$ cat src/hdl/supervisor_pkg.sv
package supervisor_pkg;

  // ****************************************************************
  // clock and watchdog timing
  // ****************************************************************
  localparam int unsigned CLK_HZ          = 25000000;
  localparam int unsigned KICK_PERIOD_MS  = 1600;
  localparam longint      KICK_CYCLES_L   = (64'(CLK_HZ) * KICK_PERIOD_MS) / 1000;
  localparam int unsigned KICK_CYCLES     = int'(KICK_CYCLES_L);
  localparam int unsigned CNT_W           = 26;

  // ****************************************************************
  // power-fail filter
  // ****************************************************************
  localparam logic [3:0]  PF_FILTER_LEN   = 4'h3;

  // ****************************************************************
  // watchdog states
  // ****************************************************************
  typedef enum logic [2:0]
  {
    WD_OFF     = 3'b001,
    WD_RUN     = 3'b010,
    WD_EXPIRED = 3'b100
  } wd_state_t;

endpackage : supervisor_pkg

$ cat src/hdl/power_fail_filter.sv
`timescale 1ns/10ps

// ****************************************************************
// power-fail warning: comparator level debounced to an active-low flag
// ****************************************************************
module power_fail_filter
  import supervisor_pkg::*;
(
  input  wire logic clk,                       // system clock
  input  wire logic srst,                      // synchronous reset, active high
  input  wire logic below_threshold,           // comparator: sense input under threshold
  output logic      power_fail_warning_output_n // low while supply is failing
);

  typedef struct packed
  {
    logic [3:0] count;
    logic       warn_n;
  } pf_state_t;

  pf_state_t cur;
  pf_state_t next_cur;

  // a short run of agreeing samples rejects comparator chatter near the threshold
  always_comb
  begin
    next_cur = cur;
    if (below_threshold == !cur.warn_n)
      next_cur.count = 4'h0;
    else if (cur.count == PF_FILTER_LEN)
    begin
      next_cur.warn_n = !below_threshold;
      next_cur.count  = 4'h0;
    end
    else
      next_cur.count = cur.count + 4'h1;
  end

  always_ff @(posedge clk)
  begin
    if (srst)
      cur <= '{count: 4'h0, warn_n: 1'b1};
    else
      cur <= next_cur;
  end

  assign power_fail_warning_output_n = cur.warn_n;

  pf_assert_a: assert property (@(posedge clk) disable iff (srst)
    below_threshold [*5] |=> !power_fail_warning_output_n)
    else $error("power-fail warning not asserted after sustained low sense");

  pf_release_a: assert property (@(posedge clk) disable iff (srst)
    !below_threshold [*5] |=> power_fail_warning_output_n)
    else $error("power-fail warning not released after sense recovered");

  pf_warn_c: cover property (@(posedge clk) disable iff (srst)
    $fell(power_fail_warning_output_n));

endmodule : power_fail_filter

$ cat src/hdl/supervisor_watchdog.sv
`timescale 1ns/10ps

// How it works
// - watchdog runs only while the enable jumper is fitted; else never resets.
// - no kick within the timeout drives the timeout output low, asserting reset.
// - after a timeout the output stays low until the next kick transition or jumper removal.
// - sense input below threshold asserts the active-low power-fail warning.
module supervisor_watchdog
  import supervisor_pkg::*;
#(
  parameter int unsigned TIMEOUT_CYCLES = KICK_CYCLES
)
(
  input  wire logic clk,                         // 25 MHz system clock
  input  wire logic srst,                        // synchronous reset, active high
  input  wire logic watchdog_kick_input,         // toggled by host software
  input  wire logic watchdog_enable_jumper,      // high when jumper fitted
  input  wire logic power_fail_sense_input,      // comparator: high when below threshold
  output logic      watchdog_timeout_output_n,   // low drives system reset
  output logic      power_fail_warning_output_n  // low drives the host nmi
);

  // ****************************************************************
  // state
  // ****************************************************************
  typedef struct packed
  {
    wd_state_t        state;
    logic             kick_prev;
    logic             kick_seen;
    logic [CNT_W-1:0] count;
    logic             timeout_n;
  } wd_regs_t;

  wd_regs_t cur;
  wd_regs_t next_cur;
  logic     kick_edge;

  localparam logic [CNT_W-1:0] LIMIT = CNT_W'(TIMEOUT_CYCLES - 1);

  // true on the last cycle of the interval
  function automatic logic at_limit(input logic [CNT_W-1:0] c);
    return c == LIMIT;
  endfunction : at_limit

  // the first sample after reset only primes kick_prev, so reset never looks like a kick
  // the pin level itself is meaningless: software may park it high or low
  assign kick_edge = cur.kick_seen && (watchdog_kick_input != cur.kick_prev);

  // ****************************************************************
  // watchdog sequencing
  // ****************************************************************
  always_comb
  begin
    next_cur           = cur;
    next_cur.kick_prev = watchdog_kick_input;
    next_cur.kick_seen = 1'b1;
    case (cur.state)
      WD_OFF:
      begin
        next_cur.count     = '0;
        next_cur.timeout_n = 1'b1;
        if (watchdog_enable_jumper)
          next_cur.state = WD_RUN;
      end
      WD_RUN:
      begin
        if (!watchdog_enable_jumper)
          next_cur.state = WD_OFF;
        else if (kick_edge)
          next_cur.count = '0;
        else if (at_limit(cur.count))
        begin
          next_cur.state     = WD_EXPIRED;
          next_cur.timeout_n = 1'b0;
        end
        else
          next_cur.count = cur.count + CNT_W'(1);
      end
      WD_EXPIRED:
      begin
        // held low across the host reset; only a kick edge or jumper removal frees it
        if (!watchdog_enable_jumper)
        begin
          next_cur.state     = WD_OFF;
          next_cur.timeout_n = 1'b1;
        end
        else if (kick_edge)
        begin
          next_cur.state     = WD_RUN;
          next_cur.count     = '0;
          next_cur.timeout_n = 1'b1;
        end
      end
      default:
      begin
        next_cur.state     = WD_OFF;
        next_cur.timeout_n = 1'b1;
      end
    endcase
  end

  always_ff @(posedge clk)
  begin
    if (srst)
      cur <= '{state: WD_OFF, kick_prev: 1'b0, kick_seen: 1'b0, count: '0, timeout_n: 1'b1};
    else
      cur <= next_cur;
  end

  assign watchdog_timeout_output_n = cur.timeout_n;

  // ****************************************************************
  // power-fail warning
  // ****************************************************************
  power_fail_filter u_pf
  (
    .clk                         (clk),
    .srst                        (srst),
    .below_threshold             (power_fail_sense_input),
    .power_fail_warning_output_n (power_fail_warning_output_n)
  );

  // ****************************************************************
  // checks
  // ****************************************************************
  jumper_off_quiet_a: assert property (@(posedge clk) disable iff (srst)
    !watchdog_enable_jumper |=> watchdog_timeout_output_n)
    else $error("timeout asserted while jumper absent");

  expire_fires_a: assert property (@(posedge clk) disable iff (srst)
    (cur.state == WD_RUN && watchdog_enable_jumper && !kick_edge && cur.count == LIMIT)
      |=> !watchdog_timeout_output_n)
    else $error("timeout not asserted at end of interval");

  hold_low_a: assert property (@(posedge clk) disable iff (srst)
    (!watchdog_timeout_output_n && watchdog_enable_jumper && !kick_edge)
      |=> !watchdog_timeout_output_n)
    else $error("timeout released without a kick");

  kick_releases_a: assert property (@(posedge clk) disable iff (srst)
    (!watchdog_timeout_output_n && kick_edge) |=> watchdog_timeout_output_n)
    else $error("kick did not release timeout");

  kick_restarts_a: assert property (@(posedge clk) disable iff (srst)
    (cur.state == WD_RUN && watchdog_enable_jumper && kick_edge) |=> cur.count == '0)
    else $error("kick did not restart interval");

  no_early_fire_a: assert property (@(posedge clk) disable iff (srst)
    $fell(watchdog_timeout_output_n) |-> $past(cur.count) == LIMIT)
    else $error("timeout asserted before full interval");

  // ****************************************************************
  // state bookkeeping checks
  // ****************************************************************
  off_clears_count_a: assert property (@(posedge clk) disable iff (srst)
    (cur.state == WD_OFF)
      |=> cur.count == '0)
    else $error("count not cleared while disabled");

  enable_starts_a: assert property (@(posedge clk) disable iff (srst)
    (cur.state == WD_OFF && watchdog_enable_jumper)
      |=> (cur.state == WD_RUN && cur.count == '0))
    else $error("fitting the jumper did not start the interval");

  jumper_disables_a: assert property (@(posedge clk) disable iff (srst)
    (cur.state != WD_OFF && !watchdog_enable_jumper)
      |=> cur.state == WD_OFF)
    else $error("jumper removal did not disable the watchdog");

  off_ignores_kick_a: assert property (@(posedge clk) disable iff (srst)
    (cur.state == WD_OFF && !watchdog_enable_jumper)
      |=> cur.state == WD_OFF)
    else $error("watchdog left the disabled state without the jumper");

  run_counts_a: assert property (@(posedge clk) disable iff (srst)
    (cur.state == WD_RUN && watchdog_enable_jumper && !kick_edge && !at_limit(cur.count))
      |=> cur.count == $past(cur.count) + CNT_W'(1))
    else $error("interval count did not advance");

  run_output_high_a: assert property (@(posedge clk) disable iff (srst)
    (cur.state != WD_EXPIRED)
      |-> watchdog_timeout_output_n)
    else $error("timeout low outside the expired state");

  expired_output_low_a: assert property (@(posedge clk) disable iff (srst)
    (cur.state == WD_EXPIRED)
      |-> !watchdog_timeout_output_n)
    else $error("timeout high in the expired state");

  kick_reruns_a: assert property (@(posedge clk) disable iff (srst)
    (cur.state == WD_EXPIRED && watchdog_enable_jumper && kick_edge)
      |=> (cur.state == WD_RUN && cur.count == '0))
    else $error("kick after timeout did not restart the interval");

  count_bounded_a: assert property (@(posedge clk) disable iff (srst)
    (cur.state == WD_RUN)
      |-> cur.count <= LIMIT)
    else $error("interval count ran past its limit");

  state_onehot_a: assert property (@(posedge clk) disable iff (srst)
    $onehot(cur.state))
    else $error("watchdog state not one-hot");

  timeout_c: cover property (@(posedge clk) disable iff (srst)
    $fell(watchdog_timeout_output_n));
  jumper_drop_c: cover property (@(posedge clk) disable iff (srst)
    cur.state == WD_EXPIRED && !watchdog_enable_jumper);
  recover_c: cover property (@(posedge clk) disable iff (srst)
    $rose(watchdog_timeout_output_n));
  kick_c: cover property (@(posedge clk) disable iff (srst)
    cur.state == WD_RUN && kick_edge);

endmodule : supervisor_watchdog

$ cat config.mk
export PLATFORM = sky130hd
export DESIGN_NAME = supervisor_watchdog
export DESIGN_NICKNAME = d
export VERILOG_FILES = /design/src/hdl/supervisor_pkg.sv /design/src/hdl/power_fail_filter.sv /design/src/hdl/supervisor_watchdog.sv
export SDC_FILE = /design/constraint.sdc
export NUM_CORES = 1
export LEC_CHECK = 0
export BUFFER_PORTS_ARGS = -buffer_cell sky130_fd_sc_hd__buf_4
export CAP_MARGIN = 5
export CORE_ASPECT_RATIO = 0.8
export CORE_MARGIN = 4
export CORE_UTILIZATION = 65
export CTS_CLUSTER_SIZE = 12
export DETAILED_ROUTE_END_ITERATION = 12
export GPL_TIMING_DRIVEN = 0
export PLACE_DENSITY_LB_ADDON = 0.15
export SYNTH_ARGS = -nofsm -noshare
export SYNTH_HDL_FRONTEND = slang
export SYNTH_SLANG_ARGS = --single-unit
$ cat constraint.sdc
create_clock -name clk -period 3.4 [get_ports clk]
set_input_delay 0.68 -clock clk [delete_from_list [all_inputs] [get_ports clk]]
set_output_delay 0.68 -clock clk [all_outputs]
set_load 0.01 [all_outputs]
---- Yosys cells after proc, flatten, opt, wreduce, memory -nomap -nowiden ----
Cells that the tools add are included.
Widths: inputs -> output; s select.
word-level totals
  bits in latches ......................... 0
  bits in registers ....................... 37
  memory bits (writable) .................. 0
  bits of input ports ..................... 5
  bits in read-only memories .............. 0
  memories kept ........................... 0
operators by class
  reductions and logical operators ........ 9
  shifts and indexed selects .............. 0
  $add $sub $neg .......................... 2
  equality and inequality tests ........... 17
  mux-type cells .......................... 18
  div/mod/pow operators ................... 0
  multipliers ............................. 0
  bitwise logic cells ..................... 1
  magnitude comparators ................... 0
operators with widths
  kind                   count
  $mux 26                3
  $pmux 26 s3            1
  $mux 27                2
  $mux 28                1
  $add 26x1->26 const B  1
  $eq 26x26->1 const B   1
  $mux 3                 6
  $ne 2x2->1 const B     6
  $ne 3x3->1 const B     4
  $pmux 3 s3             1
  $reduce_and 4->1       2
  $reduce_and 5->1       1
  $add 4x1->4 const B    1
  $eq 4x2->1 const B     1
  $eq 3x1->1 const B     1
  $eq 3x2->1 const B     1
  $eq 3x3->1 const B     1
  $mux 1                 3
  $reduce_bool 3->1      1
  $reduce_or 3->1        1
  $logic_not 1->1        2
  $pmux 1 s2             1
  $reduce_and 2->1       1
  $eq 1x1->1             1
  other kinds (3)        3

---- Depth between registers and ports, before layout ----
Gate-level depths: netlist (run 1).
  depth after elaboration ................. 6
  gate-level depth with buffers ........... 8
  depth with buffers taken out ............ 6

---- Modules after synthesis ----
A second synthesis (run 1) with hierarchy kept.
second synthesis, totals
  cell total of the unflattened synthesis .. 248
  area, all modules ....................... 2058.2 um2
by module, submodules not included
  module               instances  area an instance (um2)  cells an instance
  supervisor_watchdog  1          1864.3                  229
  power_fail_filter    1          193.9                   19

---- Worst setup path after synthesis (run 1) ----
No wires, ideal clock.
  path kind ............................... input to register
  start ................................... in watchdog_kick_input
  end ..................................... reg cur[6] in the netlist's numbering
  path slack .............................. 1.190 ns
  path buffers ............................ 1
  required time ........................... 3.272 ns
  stages .................................. 6
  data arrival time ....................... 2.082 ns
  path through ............................ xor2_1 > and4_1 > a2bb2oi_1 > o21ai_1 > buf_2 > a31oi_1
between the ends
  word-level cells in the longest chain between the ends .. 5
  elaborated cells on any way between the ends .. 8
  classes of those cells .................. eq/ne (3); mux (3); reduce/logical (2)
ends and longest elaborated chain
  what                   line                        text
  start, declared        supervisor_watchdog.sv:16   input wire logic watchdog_kick_input,
  $ne 1x1->1 (*)         supervisor_watchdog.sv:48   assign kick_edge = cur.kick_seen && (watchdog_kick_input != cur.kick_prev);
  $logic_and 1x1->1 (*)  supervisor_watchdog.sv:48
  $mux 26                supervisor_watchdog.sv:70   else if (kick_edge)
  $mux 27                supervisor_watchdog.sv:68   if (!watchdog_enable_jumper)
  $pmux 26 s3            supervisor_watchdog.sv:58   case (cur.state)
  end signal, assigned   supervisor_watchdog.sv:106  cur <= '{state: WD_OFF, kick_prev: 1'b0, kick_seen: 1'b0, count: '0, timeout_n: 1'b1};
  end signal, assigned   supervisor_watchdog.sv:108  cur <= next_cur;
  end, declared          supervisor_watchdog.sv:35   wd_regs_t cur;
Mark *: on every way between the ends. The rest lies on a longest branch, timed or not. The select of a mux whose other input is x is not followed.
A chain may end at the register's enable or synchronous reset.

---- Worst setup path after layout (run 1) ----
  start ................................... in watchdog_kick_input
  end ..................................... reg cur[24] in the netlist's numbering
Same word-level chain as after synthesis.

==> results of run 1 <==
-- power groups by stage --
stage	logic, mW	clock network (mW)	registers [mW]
6_report	0.0416	0.340	0.442
3_5_place_dp	0.0405	0	0.452
2_1_floorplan	0.0271	0	0.451
4_1_cts	0.0408	0.343	0.442
5_1_grt	0.0454	0.365	0.443
3_3_place_gp	0.0391	0	0.452
-- final cells by class --
type | count | area (µm²) | area share
timing repair buffer | 5 | 37.54 | 0.01741
clock buffer | 7 | 96.34 | 0.04469
tap | 38 | 47.55 | 0.02205
multi-input combinational | 185 | 1169 | 0.5421
inverter | 6 | 22.52 | 0.01045
buffer | 9 | 37.54 | 0.01741
clock inverter | 1 | 5.005 | 0.002322
sequential | 37 | 740.7 | 0.3436
-- path summary, 6_finish.rpt --
kind / end / from
worst max register to register: cur[24]$_SDFFE_PP0P_ / cur[1]$_SDFFE_PP0P_
worst max-delay path: cur[24]$_SDFFE_PP0P_ / watchdog_kick_input
worst min register to register: u_pf.cur[1]$_SDFF_PP0_ / u_pf.cur[1]$_SDFF_PP0_
worst min-delay path: u_pf.cur[1]$_SDFF_PP0_ / u_pf.cur[1]$_SDFF_PP0_
-- synthesized netlist by cell type, types with 3 or more instances --
cell	n	area, µm²
inv_1	6	22.52
a31oi_1	19	118.9
or4_1	3	22.52
a2bb2oi_1	5	43.79
nor3_1	13	65.06
o311ai_0	4	35.03
o211ai_1	5	37.54
xor2_1	3	26.28
buf_2	3	15.01
clkbuf_1	6	22.52
nand4_1	7	43.79
and2_1	4	25.02
nor2_1	17	63.81
nor2b_1	5	31.28
a21boi_0	4	30.03
o21ai_0	12	60.06
dfxtp_1	37	740.7
a21oi_1	5	25.02
nand3_1	15	75.07
a41oi_1	3	26.28
and4_1	5	43.79
nand2_1	22	82.58
-- layer usage --
metal  global-route usage  up-vias  share of wire
met5                    0        -              0
li1                     -      942              -
met3              0.05634        8          0.097
met4               0.1226        0          0.020
met1               0.3685      887           0.44
met2               0.4022      105           0.44
-- registers in the layout, indices dropped and copies added, names as in the netlist --
signal	flops
cur	31
u_pf.cur	4
u_pf.power_fail_warning_output_n	1
watchdog_timeout_output_n	1
-- critical path, stage by stage --
cell and delay [ns]:
buf_4 0.11, xor2_1 0.17, and4_1 0.24, a2bb2oi_1 0.70, o21ai_1 0.44, buf_2 0.33, a31oi_1 0.19
-- cells by family (layout without fill, tap and decap cells) --
family,after synthesis,after routing,share of synthesized area
AOI/OAI and AO/OA,72,72,0.2643
xor gates and xnor gates,4,4,0.01779
adders and majority gates,2,2,0.01270
buffers and inverters,15,28,0.03049
DFF,37,37,0.3761
muxes,1,1,0.005083
and+or+nand+nor,106,106,0.2935
-- stage by stage --
| step | total power, mW | std cells |
|---|---|---|
| finish | 0.8246 | 288 |
| global route | 0.8538 | 288 |
| CTS | 0.8263 | 288 |
| detailed placement | 0.4929 | 280 |
| global placement | 0.4913 | 280 |
| floorplan | 0.4784 | 237 |
==> out/metrics.yaml, run 1 <==
outcome:
  outcome: "finished, final reports clean"
floorplanning:
  start_util: 0.6962
  die-width_um: 69.54
  num_rows: 17
  io_pins: 7
  fp.dieH_um: 57.23
  design.core.area_um2: 2829
  die_area_um2: 3980
sta:
  rsz0062_at_grt: "false"
  setup_ws_ns: 0.7516
  skew_ns: 0.004658
  report.final.slew_viol_count: 0
  whs_ns: 0.4682
  fmax_mhz: 377.6
  post-route-period-util: 0.7790
  final-hold-violation-count: 0
  max_slew_margin: 0.4109
  fin_setup_tns_ns: 0
  setup-violations-final: 0
  period_needed_ns: 2.648
  tightest_slew_ns: 0.8763
synthesis:
  ys_async_sr_fraction: 0
  netlist_instances: 237
  ys_seq_area_frac: 0.3761
  synthFlopType: "dfxtp_1"
  syn_area_um2: 1969
  syn_avg_cell_area_um2: 8.310
  ys_ff_latch: 37
  yosys_warnings: 0
  synthDistinctLibCells: 47
  synth_edf_count: 0
  synth_nets: 244
critical_path:
  crit_type: "input pin to flop"
  r2r_setup_slack_ns: 0.78
  end_kind: "flop"
  crit_arrival_ns: 2.87
  reg2reg_depth: 7
  critPathLaunchType: "input pin"
  cp.required_ns: 3.62
  path_max_fanout: 10
pwr:
  p_leak_nw: 0.6509
  vdd_drop_max_mv: 0.3944
  seqPwrFrac: 0.537
  p_clk_frac: 0.413
  switchingPower_mw: 0.1905
  power_density_nw_per_um2: 382.5
  p_int_mw: 0.6340
  p_comb_frac: 0.050
  switching_share: 0.2311
cts:
  cts-buffers-inserted: 5
  cts_buffer_depth: 2
  htreeDepth: 2
  clockRootBuffer: "clkbuf_8"
  cts_hold_buffers: 0
  clock-sinks: 37
  cts_tree: "yes"
  clock_latency_ns: 0.29
  cts_resized: 0
  cts_setup_buffers: 0
  clk_pin_slew_ns: 0.07
grt:
  overflow: 0
  grt_antenna_before_repair: 0
  grt.total_usage: 0.2672
  grt_pass1_vias: 1745
  grt_max_degree: 12
  grt_pass1_wl_um: 8390
detailed_routing:
  via_count: 1942
  detail_route.vias_per_cell: 6.743
  drc_errors: 0
  drt_iter0_markers: 246
  wl_um: 4863
  dr.pass1.iters: 5
  ant_nets: 0
  wl_per_cell_um: 16.89
placed_design:
  post-place-ws_ns: 0.5213
  post_dp_cell_area_um2: 2054
  io_buffers: 5
  gp_congestion: 0.9304
  dp_hpwl_um: 3421
finish:
  fillers: 204
  drive_gt1_frac: 0.09200
  postLayoutCellArea_um2: 2156
  final_nets: 256
  area_growth_pct: 9.466
  final_common_cell: "dfxtp_1"
  antenna_cells: 0
  postLayoutCoreUtil: 0.7621
  layout_common_cells: "dfxtp_1 (37), nand2_1 (22), a31oi_1 (19)"
run:
  maxCapViolations: 0
hold_path:
  min_path_type: "flop to flop"
  min_path_cells: 1
No activity file was read; power rests on OpenSTA's default activity.
==> run 2: changes to the inputs <==
--- a/config.mk
+++ b/config.mk
@@ -9,7 +9,7 @@
 export CAP_MARGIN = 5
 export CORE_ASPECT_RATIO = 0.8
 export CORE_MARGIN = 4
-export CORE_UTILIZATION = 65
+export CORE_UTILIZATION = 55
 export CTS_CLUSTER_SIZE = 12
 export DETAILED_ROUTE_END_ITERATION = 12
 export GPL_TIMING_DRIVEN = 0
==> constraint.sdc (replaced) <==
create_clock -name clk -period 2.2 [get_ports clk]
set_input_delay 0.44 -clock clk [delete_from_list [all_inputs] [get_ports clk]]
set_output_delay 0.44 -clock clk [all_outputs]
set_load 0.01 [all_outputs]
==> out/metrics.yaml, run 2 (synthesis results as in run 1) <==
outcome:
  outcome: "finished, final reports clean"  # unchanged
placed_design:
  post_dp_cell_area_um2: 2059  # was 2054 µm²
  placedCellCount: 284  # was 280
  dp_hpwl_um: 3385  # was 3421 µm
  gp_congestion: 0.8660  # was 0.9304
  io_buffers: 5  # unchanged
cts:
  cts_tree: "yes"  # unchanged
  cts-buffers-inserted: 5  # unchanged
  cts_buffer_depth: 2  # unchanged
  clock-sinks: 37  # unchanged
  clockRootBuffer: "clkbuf_8"  # unchanged
  clk_pin_slew_ns: 0.07  # about the same
  htreeDepth: 2  # unchanged
  cts_hold_buffers: 0  # unchanged
  clock_latency_ns: 0.28  # was 0.29 ns
finish:
  finalNonFillerCells: 298  # was 288
  postLayoutCellArea_um2: 2303  # was 2156 µm²
  layout_common_cells: "dfxtp_1 (33), nand2_1 (21), a31oi_1 (19)"  # was dfxtp_1 (37), nand2_1 (22), a31oi_1 (19)
  final_common_cell: "dfxtp_1"  # unchanged
  top_register: "cur"  # unchanged
  largest_reg_flops: 31  # unchanged
  top_regs: "cur: 31 flops, u_pf.cur: 4 flops"  # unchanged
  area_growth_pct: 16.96  # was 9.466%
  drive_gt1_frac: 0.1680  # was 0.09200
  antenna_cells: 0  # unchanged
  postLayoutCoreUtil: 0.6682  # was 0.7621
  final_nets: 262  # was 256
floorplanning:
  fp.dieH_um: 61.52  # was 57.23 µm
  io_pins: 7  # unchanged
  die-width_um: 74.90  # was 69.54 µm
  design.core.area_um2: 3447  # was 2829 µm²
  num_rows: 19  # was 17
  die_area_um2: 4608  # was 3980 µm²
  start_util: 0.5713  # was 0.6962
hold_path:
  min_path_type: "input pin to flop"  # was flop to flop
  min_path_cells: 2  # was 1
pwr:
  switchingPower_mw: 0.2846  # was 0.1905 mW
  vdd_drop_max_mv: 0.3967  # was 0.3944 mV
  p_int_mw: 0.9239  # was 0.6340 mW
  p_leak_nw: 0.7394  # was 0.6509 nW
  p_comb_frac: 0.058  # was 0.050
  p_clk_frac: 0.376  # was 0.413
  switching_share: 0.2355  # was 0.2311
  seqPwrFrac: 0.565  # was 0.537
  power_density_nw_per_um2: 524.6  # was 382.5 nW/µm²
sta:
  fmax_mhz: 459.2
  final-hold-violation-count: 0  # unchanged
  post-route-period-util: 0.9898
  tightest_slew_ns: 0.5683  # was 0.8763 ns
  setup-violations-final: 0  # unchanged
  report.final.slew_viol_count: 0  # unchanged
  whs_ns: 0.3817  # was 0.4682 ns
  skew_ns: 0.005652  # was 0.004658 ns
  max_slew_margin: 0.6211  # was 0.4109
  fin_setup_tns_ns: 0  # unchanged
  rsz0062_at_grt: "true"  # was false
  period_needed_ns: 2.178
detailed_routing:
  wl_um: 5113  # was 4863 µm
  drt_iter0_markers: 218  # was 246
  via_count: 1929  # was 1942
  wl_per_cell_um: 17.16  # was 16.89 µm
  detail_route.vias_per_cell: 6.473  # was 6.743
  ant_nets: 0  # unchanged
  drc_errors: 0  # unchanged
  dr.pass1.iters: 6  # was 5
grt:
  grt.total_usage: 0.2356  # was 0.2672
  grt_pass1_vias: 1670  # was 1745
  grt_antenna_before_repair: 0  # unchanged
  overflow: 0  # unchanged
  grt_pass1_wl_um: 8231  # was 8390 µm
  grt_max_degree: 11  # was 12
critical_path:
  cp.required_ns: 2.39  # was 3.62 ns
  critPathLaunchType: "flop"  # was input pin
  crit_arrival_ns: 2.37  # was 2.87 ns
  reg2reg_depth: 6  # was 7
  path_max_fanout: 8  # was 10
  end_kind: "flop"  # unchanged
  crit_type: "flop to flop"  # was input pin to flop
run:
  maxCapViolations: 0  # unchanged
==> run 2: cell count changes in the layout (fill, tap and decap cells not counted), sizes merged <==
cell | before | now
clkinv | 1 | 0
buf | 8 | 14
clkbuf | 13 | 14
==> run 2: path summary, 6_finish.rpt <==
check | startpoint | end | slack, ns
hold reg to reg | u_pf.cur[1]$_SDFF_PP0_ | u_pf.cur[1]$_SDFF_PP0_ | 0.44
setup / recovery | cur[21]$_SDFFE_PP0P_ | cur[31]$_SDFFE_PP0P_ | 0.02
hold / removal | power_fail_sense_input | u_pf.power_fail_warning_output_n$_SDFFE_PP1P_ | 0.38
setup reg to reg | cur[21]$_SDFFE_PP0P_ | cur[31]$_SDFFE_PP0P_ | 0.02
==> run 2: power groups by stage <==
stage	sequential (mW)	combinational, mW	clock, mW
floorplan	0.697	0.0419	0
global placement	0.699	0.0621	0
detailed placement	0.699	0.0621	0
CTS	0.683	0.0651	0.461
global route	0.684	0.0791	0.486
finish	0.683	0.0707	0.455
==> run 2: timing repair <==
| item | 4_1_cts | 5_1_grt |
|---|---|---|
| setup buffers | 2 | 4 |
| resized for setup | 14 | 15 |
| pin swaps | 0 | 3 |
| setup endpoints to repair | 24 | 22 |
| hold endpoints to repair | 0 | 0 |
==> run 2: stage by stage <==
step / total power, mW / setup slack (ns)
2_1_floorplan: 0.7393 / 0.01710
3_3_place_gp: 0.7611 / -0.4888
3_5_place_dp: 0.7613 / -0.4368
4_1_cts: 1.208 / 0.01867
5_1_grt: 1.249 / -0.06461
6_report: 1.209 / 0.02250
==> run 2: worst max-delay path: stages, from the launching register on <==
cell and delay, ns:
dfxtp_1 0.37, nor4b_4 0.30, nand3_1 0.18, or3_4 0.43, buf_6 0.15, or3_4 0.33, a2111oi_4 0.33
==> run 2: layer usage <==
| layer | track usage | share of wire | routed length (µm) | vias to the layer above |
|---|---|---|---|---|
| met5 | 0 | 0 | 0 | - |
| li1 | - | - | - | 954 |
| met3 | 0.05057 | 0.072 | 366 | 14 |
| met1 | 0.3544 | 0.48 | 2456 | 869 |
| met2 | 0.3400 | 0.43 | 2215 | 92 |
| met4 | 0.05838 | 0.015 | 75 | 0 |
==> run 2: area by class of cell <==
cell class	instances	area (µm²)
plain buffers	9	48.80
repair buffers	11	82.58
multi-input cells	185	1269
inverters	6	22.52
flip-flops and latches	37	748.2
clock buffers	8	80.08
fillers	276	1144
well taps	42	52.55
==> run 3: changes to the inputs <==
==> constraint.sdc (replaced) <==
create_clock -name clk -period 2.2 [get_ports clk]
set_input_delay 0.66 -clock clk [delete_from_list [all_inputs] [get_ports clk]]
set_output_delay 0.66 -clock clk [all_outputs]
set_load 0.01 [all_outputs]
==> out/metrics.yaml, run 3 (synthesis results as in run 1) <==
outcome:
  outcome: "finished, final reports clean"  # unchanged
sta:
  period_needed_ns: 2.180  # was 2.178 ns
  final-hold-violation-count: 0  # unchanged
  tightest_slew_ns: 0.5815  # was 0.5683 ns
  report.final.slew_viol_count: 0  # unchanged
  max_slew_margin: 0.6123  # was 0.6211
  setup-violations-final: 0  # unchanged
  whs_ns: 0.4449  # was 0.3817 ns
  skew_ns: 0.005306  # was 0.005652 ns
  post-route-period-util: 0.9911  # was 0.9898
  fmax_mhz: 458.6  # was 459.2 MHz
  rsz0062_at_grt: "true"  # unchanged
cts:
  clockRootBuffer: "clkbuf_8"  # unchanged
  clk_pin_slew_ns: 0.07  # about the same
  clock-sinks: 37  # unchanged
  cts-buffers-inserted: 5  # unchanged
  htreeDepth: 2  # unchanged
  cts_tree: "yes"  # unchanged
  cts_buffer_depth: 2  # unchanged
  clock_latency_ns: 0.28  # about the same
floorplanning:
  fp.dieH_um: 61.52  # unchanged
  design.core.area_um2: 3447  # unchanged
  num_rows: 19  # unchanged
  die-width_um: 74.90  # unchanged
  io_pins: 7  # unchanged
  die_area_um2: 4608  # unchanged
  start_util: 0.5713  # unchanged
finish:
  drive_gt1_frac: 0.1719  # was 0.1680
  top_regs: "cur: 31 flops, u_pf.cur: 4 flops"  # unchanged
  postLayoutCoreUtil: 0.6704  # was 0.6682
  finalNonFillerCells: 298  # unchanged
  postLayoutCellArea_um2: 2311  # was 2303 µm²
  top_register: "cur"  # unchanged
  antenna_cells: 0  # unchanged
  final_nets: 262  # unchanged
  layout_common_cells: "dfxtp_1 (33), nand2_1 (21), a31oi_1 (19)"  # unchanged
  area_growth_pct: 17.34  # was 16.96%
  final_common_cell: "dfxtp_1"  # unchanged
  largest_reg_flops: 31  # unchanged
  fillers: 276  # unchanged
critical_path:
  startpoint: "cur[21]$_SDFFE_PP0P_"  # unchanged
  path_max_fanout: 8  # unchanged
  r2r_setup_slack_ns: 0.02  # about the same
  critPathLaunchType: "flop"  # unchanged
  crit_arrival_ns: 2.37  # about the same
  reg2reg_depth: 6  # unchanged
  cp.required_ns: 2.39  # about the same
  end_kind: "flop"  # unchanged
  crit_type: "flop to flop"  # unchanged
  cp-endpoint: "cur[31]$_SDFFE_PP0P_"  # unchanged
  worstReg2RegStart: "cur[21]$_SDFFE_PP0P_"  # unchanged
  r2r-end: "cur[31]$_SDFFE_PP0P_"  # unchanged
placed_design:
  gp_congestion: 0.8660  # unchanged
  dp_hpwl_um: 3385  # unchanged
  post_dp_cell_area_um2: 2059  # unchanged
  io_buffers: 5  # unchanged
  placedCellCount: 284  # unchanged
pwr:
  switchingPower_mw: 0.2846  # about the same
  seqPwrFrac: 0.565  # about the same
  vdd_drop_max_mv: 0.3967  # about the same
  p_int_mw: 0.9245  # was 0.9239 mW
  p_leak_nw: 0.7403  # was 0.7394 nW
  p_comb_frac: 0.059  # was 0.058
  power_density_nw_per_um2: 523.2  # was 524.6 nW/µm²
  switching_share: 0.2354  # was 0.2355
  p_clk_frac: 0.376  # about the same
detailed_routing:
  dr.pass1.iters: 5  # was 6
  via_count: 1933  # was 1929
  detail_route.vias_per_cell: 6.487  # was 6.473
  ant_nets: 0  # unchanged
  wl_um: 5112  # was 5113 µm
  wl_per_cell_um: 17.15  # was 17.16 µm
  drt_iter0_markers: 235  # was 218
  drc_errors: 0  # unchanged
grt:
  grt_pass1_vias: 1670  # unchanged
  overflow: 0  # unchanged
  grt.total_usage: 0.2356  # unchanged
  grt_max_degree: 11  # unchanged
  grt_pass1_wl_um: 8231  # unchanged
  grt_antenna_before_repair: 0  # unchanged
hold_path:
  min_path_type: "flop to flop"  # was input pin to flop
run:
  maxCapViolations: 0  # unchanged
run 3: cell counts in the layout (fill, tap and decap cells not counted):
No cell type changed its count.
run 3: metal layers:
| layer | share of wire | GRT usage | vias up |
|---|---|---|---|
| met5 | 0 | 0 | - |
| met4 | 0.014 | 0.05838 | 0 |
| met1 | 0.49 | 0.3544 | 891 |
| met2 | 0.43 | 0.3400 | 76 |
| met3 | 0.066 | 0.05057 | 15 |
| li1 | - | - | 951 |
run 3: cell type report:
type,count,area [µm²],share of cell area
Clock buffer,8,80.08,0.03465
Inverter,6,22.52,0.009746
Buffer,9,48.80,0.02112
Timing Repair Buffer,11,82.58,0.03573
Tap cell,42,52.55,0.02274
Sequential cell,37,748.2,0.3238
Multi-Input combinational cell,185,1276,0.5522
run 3: how the worst min path moves through the flow:
stage	depth (start not counted)	startpoint	endpoint	slack [ns]
after floorplan	1	u_pf.cur[1]$_SDFF_PP0_	u_pf.cur[1]$_SDFF_PP0_	0.42
after global placement	1	u_pf.cur[1]$_SDFF_PP0_	u_pf.cur[1]$_SDFF_PP0_	0.43
after detailed placement	1	u_pf.cur[1]$_SDFF_PP0_	u_pf.cur[1]$_SDFF_PP0_	0.44
after CTS	1	u_pf.cur[1]$_SDFF_PP0_	u_pf.cur[1]$_SDFF_PP0_	0.45
after global routing	1	u_pf.cur[1]$_SDFF_PP0_	u_pf.cur[1]$_SDFF_PP0_	0.48
final	1	u_pf.cur[1]$_SDFF_PP0_	u_pf.cur[1]$_SDFF_PP0_	0.44
run 3: stage by stage:
stage	TNS [ns]	setup WS [ns]	power (mW)
floorplan	0	0.01002	0.7393
global placement	-12.12	-0.7088	0.7611
detailed placement	-11.16	-0.6568	0.7613
CTS	0	0.01867	1.208
global route	-0.09733	-0.06461	1.250
finish	0	0.01954	1.209
run 3: power groups by stage:
| stage | clock network, mW | registers [mW] | logic [mW] |
|---|---|---|---|
| global route | 0.486 | 0.684 | 0.0801 |
| CTS | 0.461 | 0.683 | 0.0651 |
| global placement | 0 | 0.699 | 0.0621 |
| detailed placement | 0 | 0.699 | 0.0621 |
| finish | 0.454 | 0.684 | 0.0715 |
| floorplan | 0 | 0.697 | 0.0419 |
run 3: worst max-delay path: stages, from the launching register on:
cell       delay [ns]
dfxtp_1          0.37
nor4b_4          0.30
nand3_1          0.18
or3_4            0.43
buf_6            0.14
or3_4            0.33
a2111oi_4        0.34
run 3: repair_timing:
item | in CTS | in global routing
resized for setup | 14 | 16
endpoints found under the setup margin | 24 | 22
pin swaps | 0 | 3
hold buffers | 0 | 0
endpoints found under the hold margin | 0 | 0
setup buffers | 2 | 4
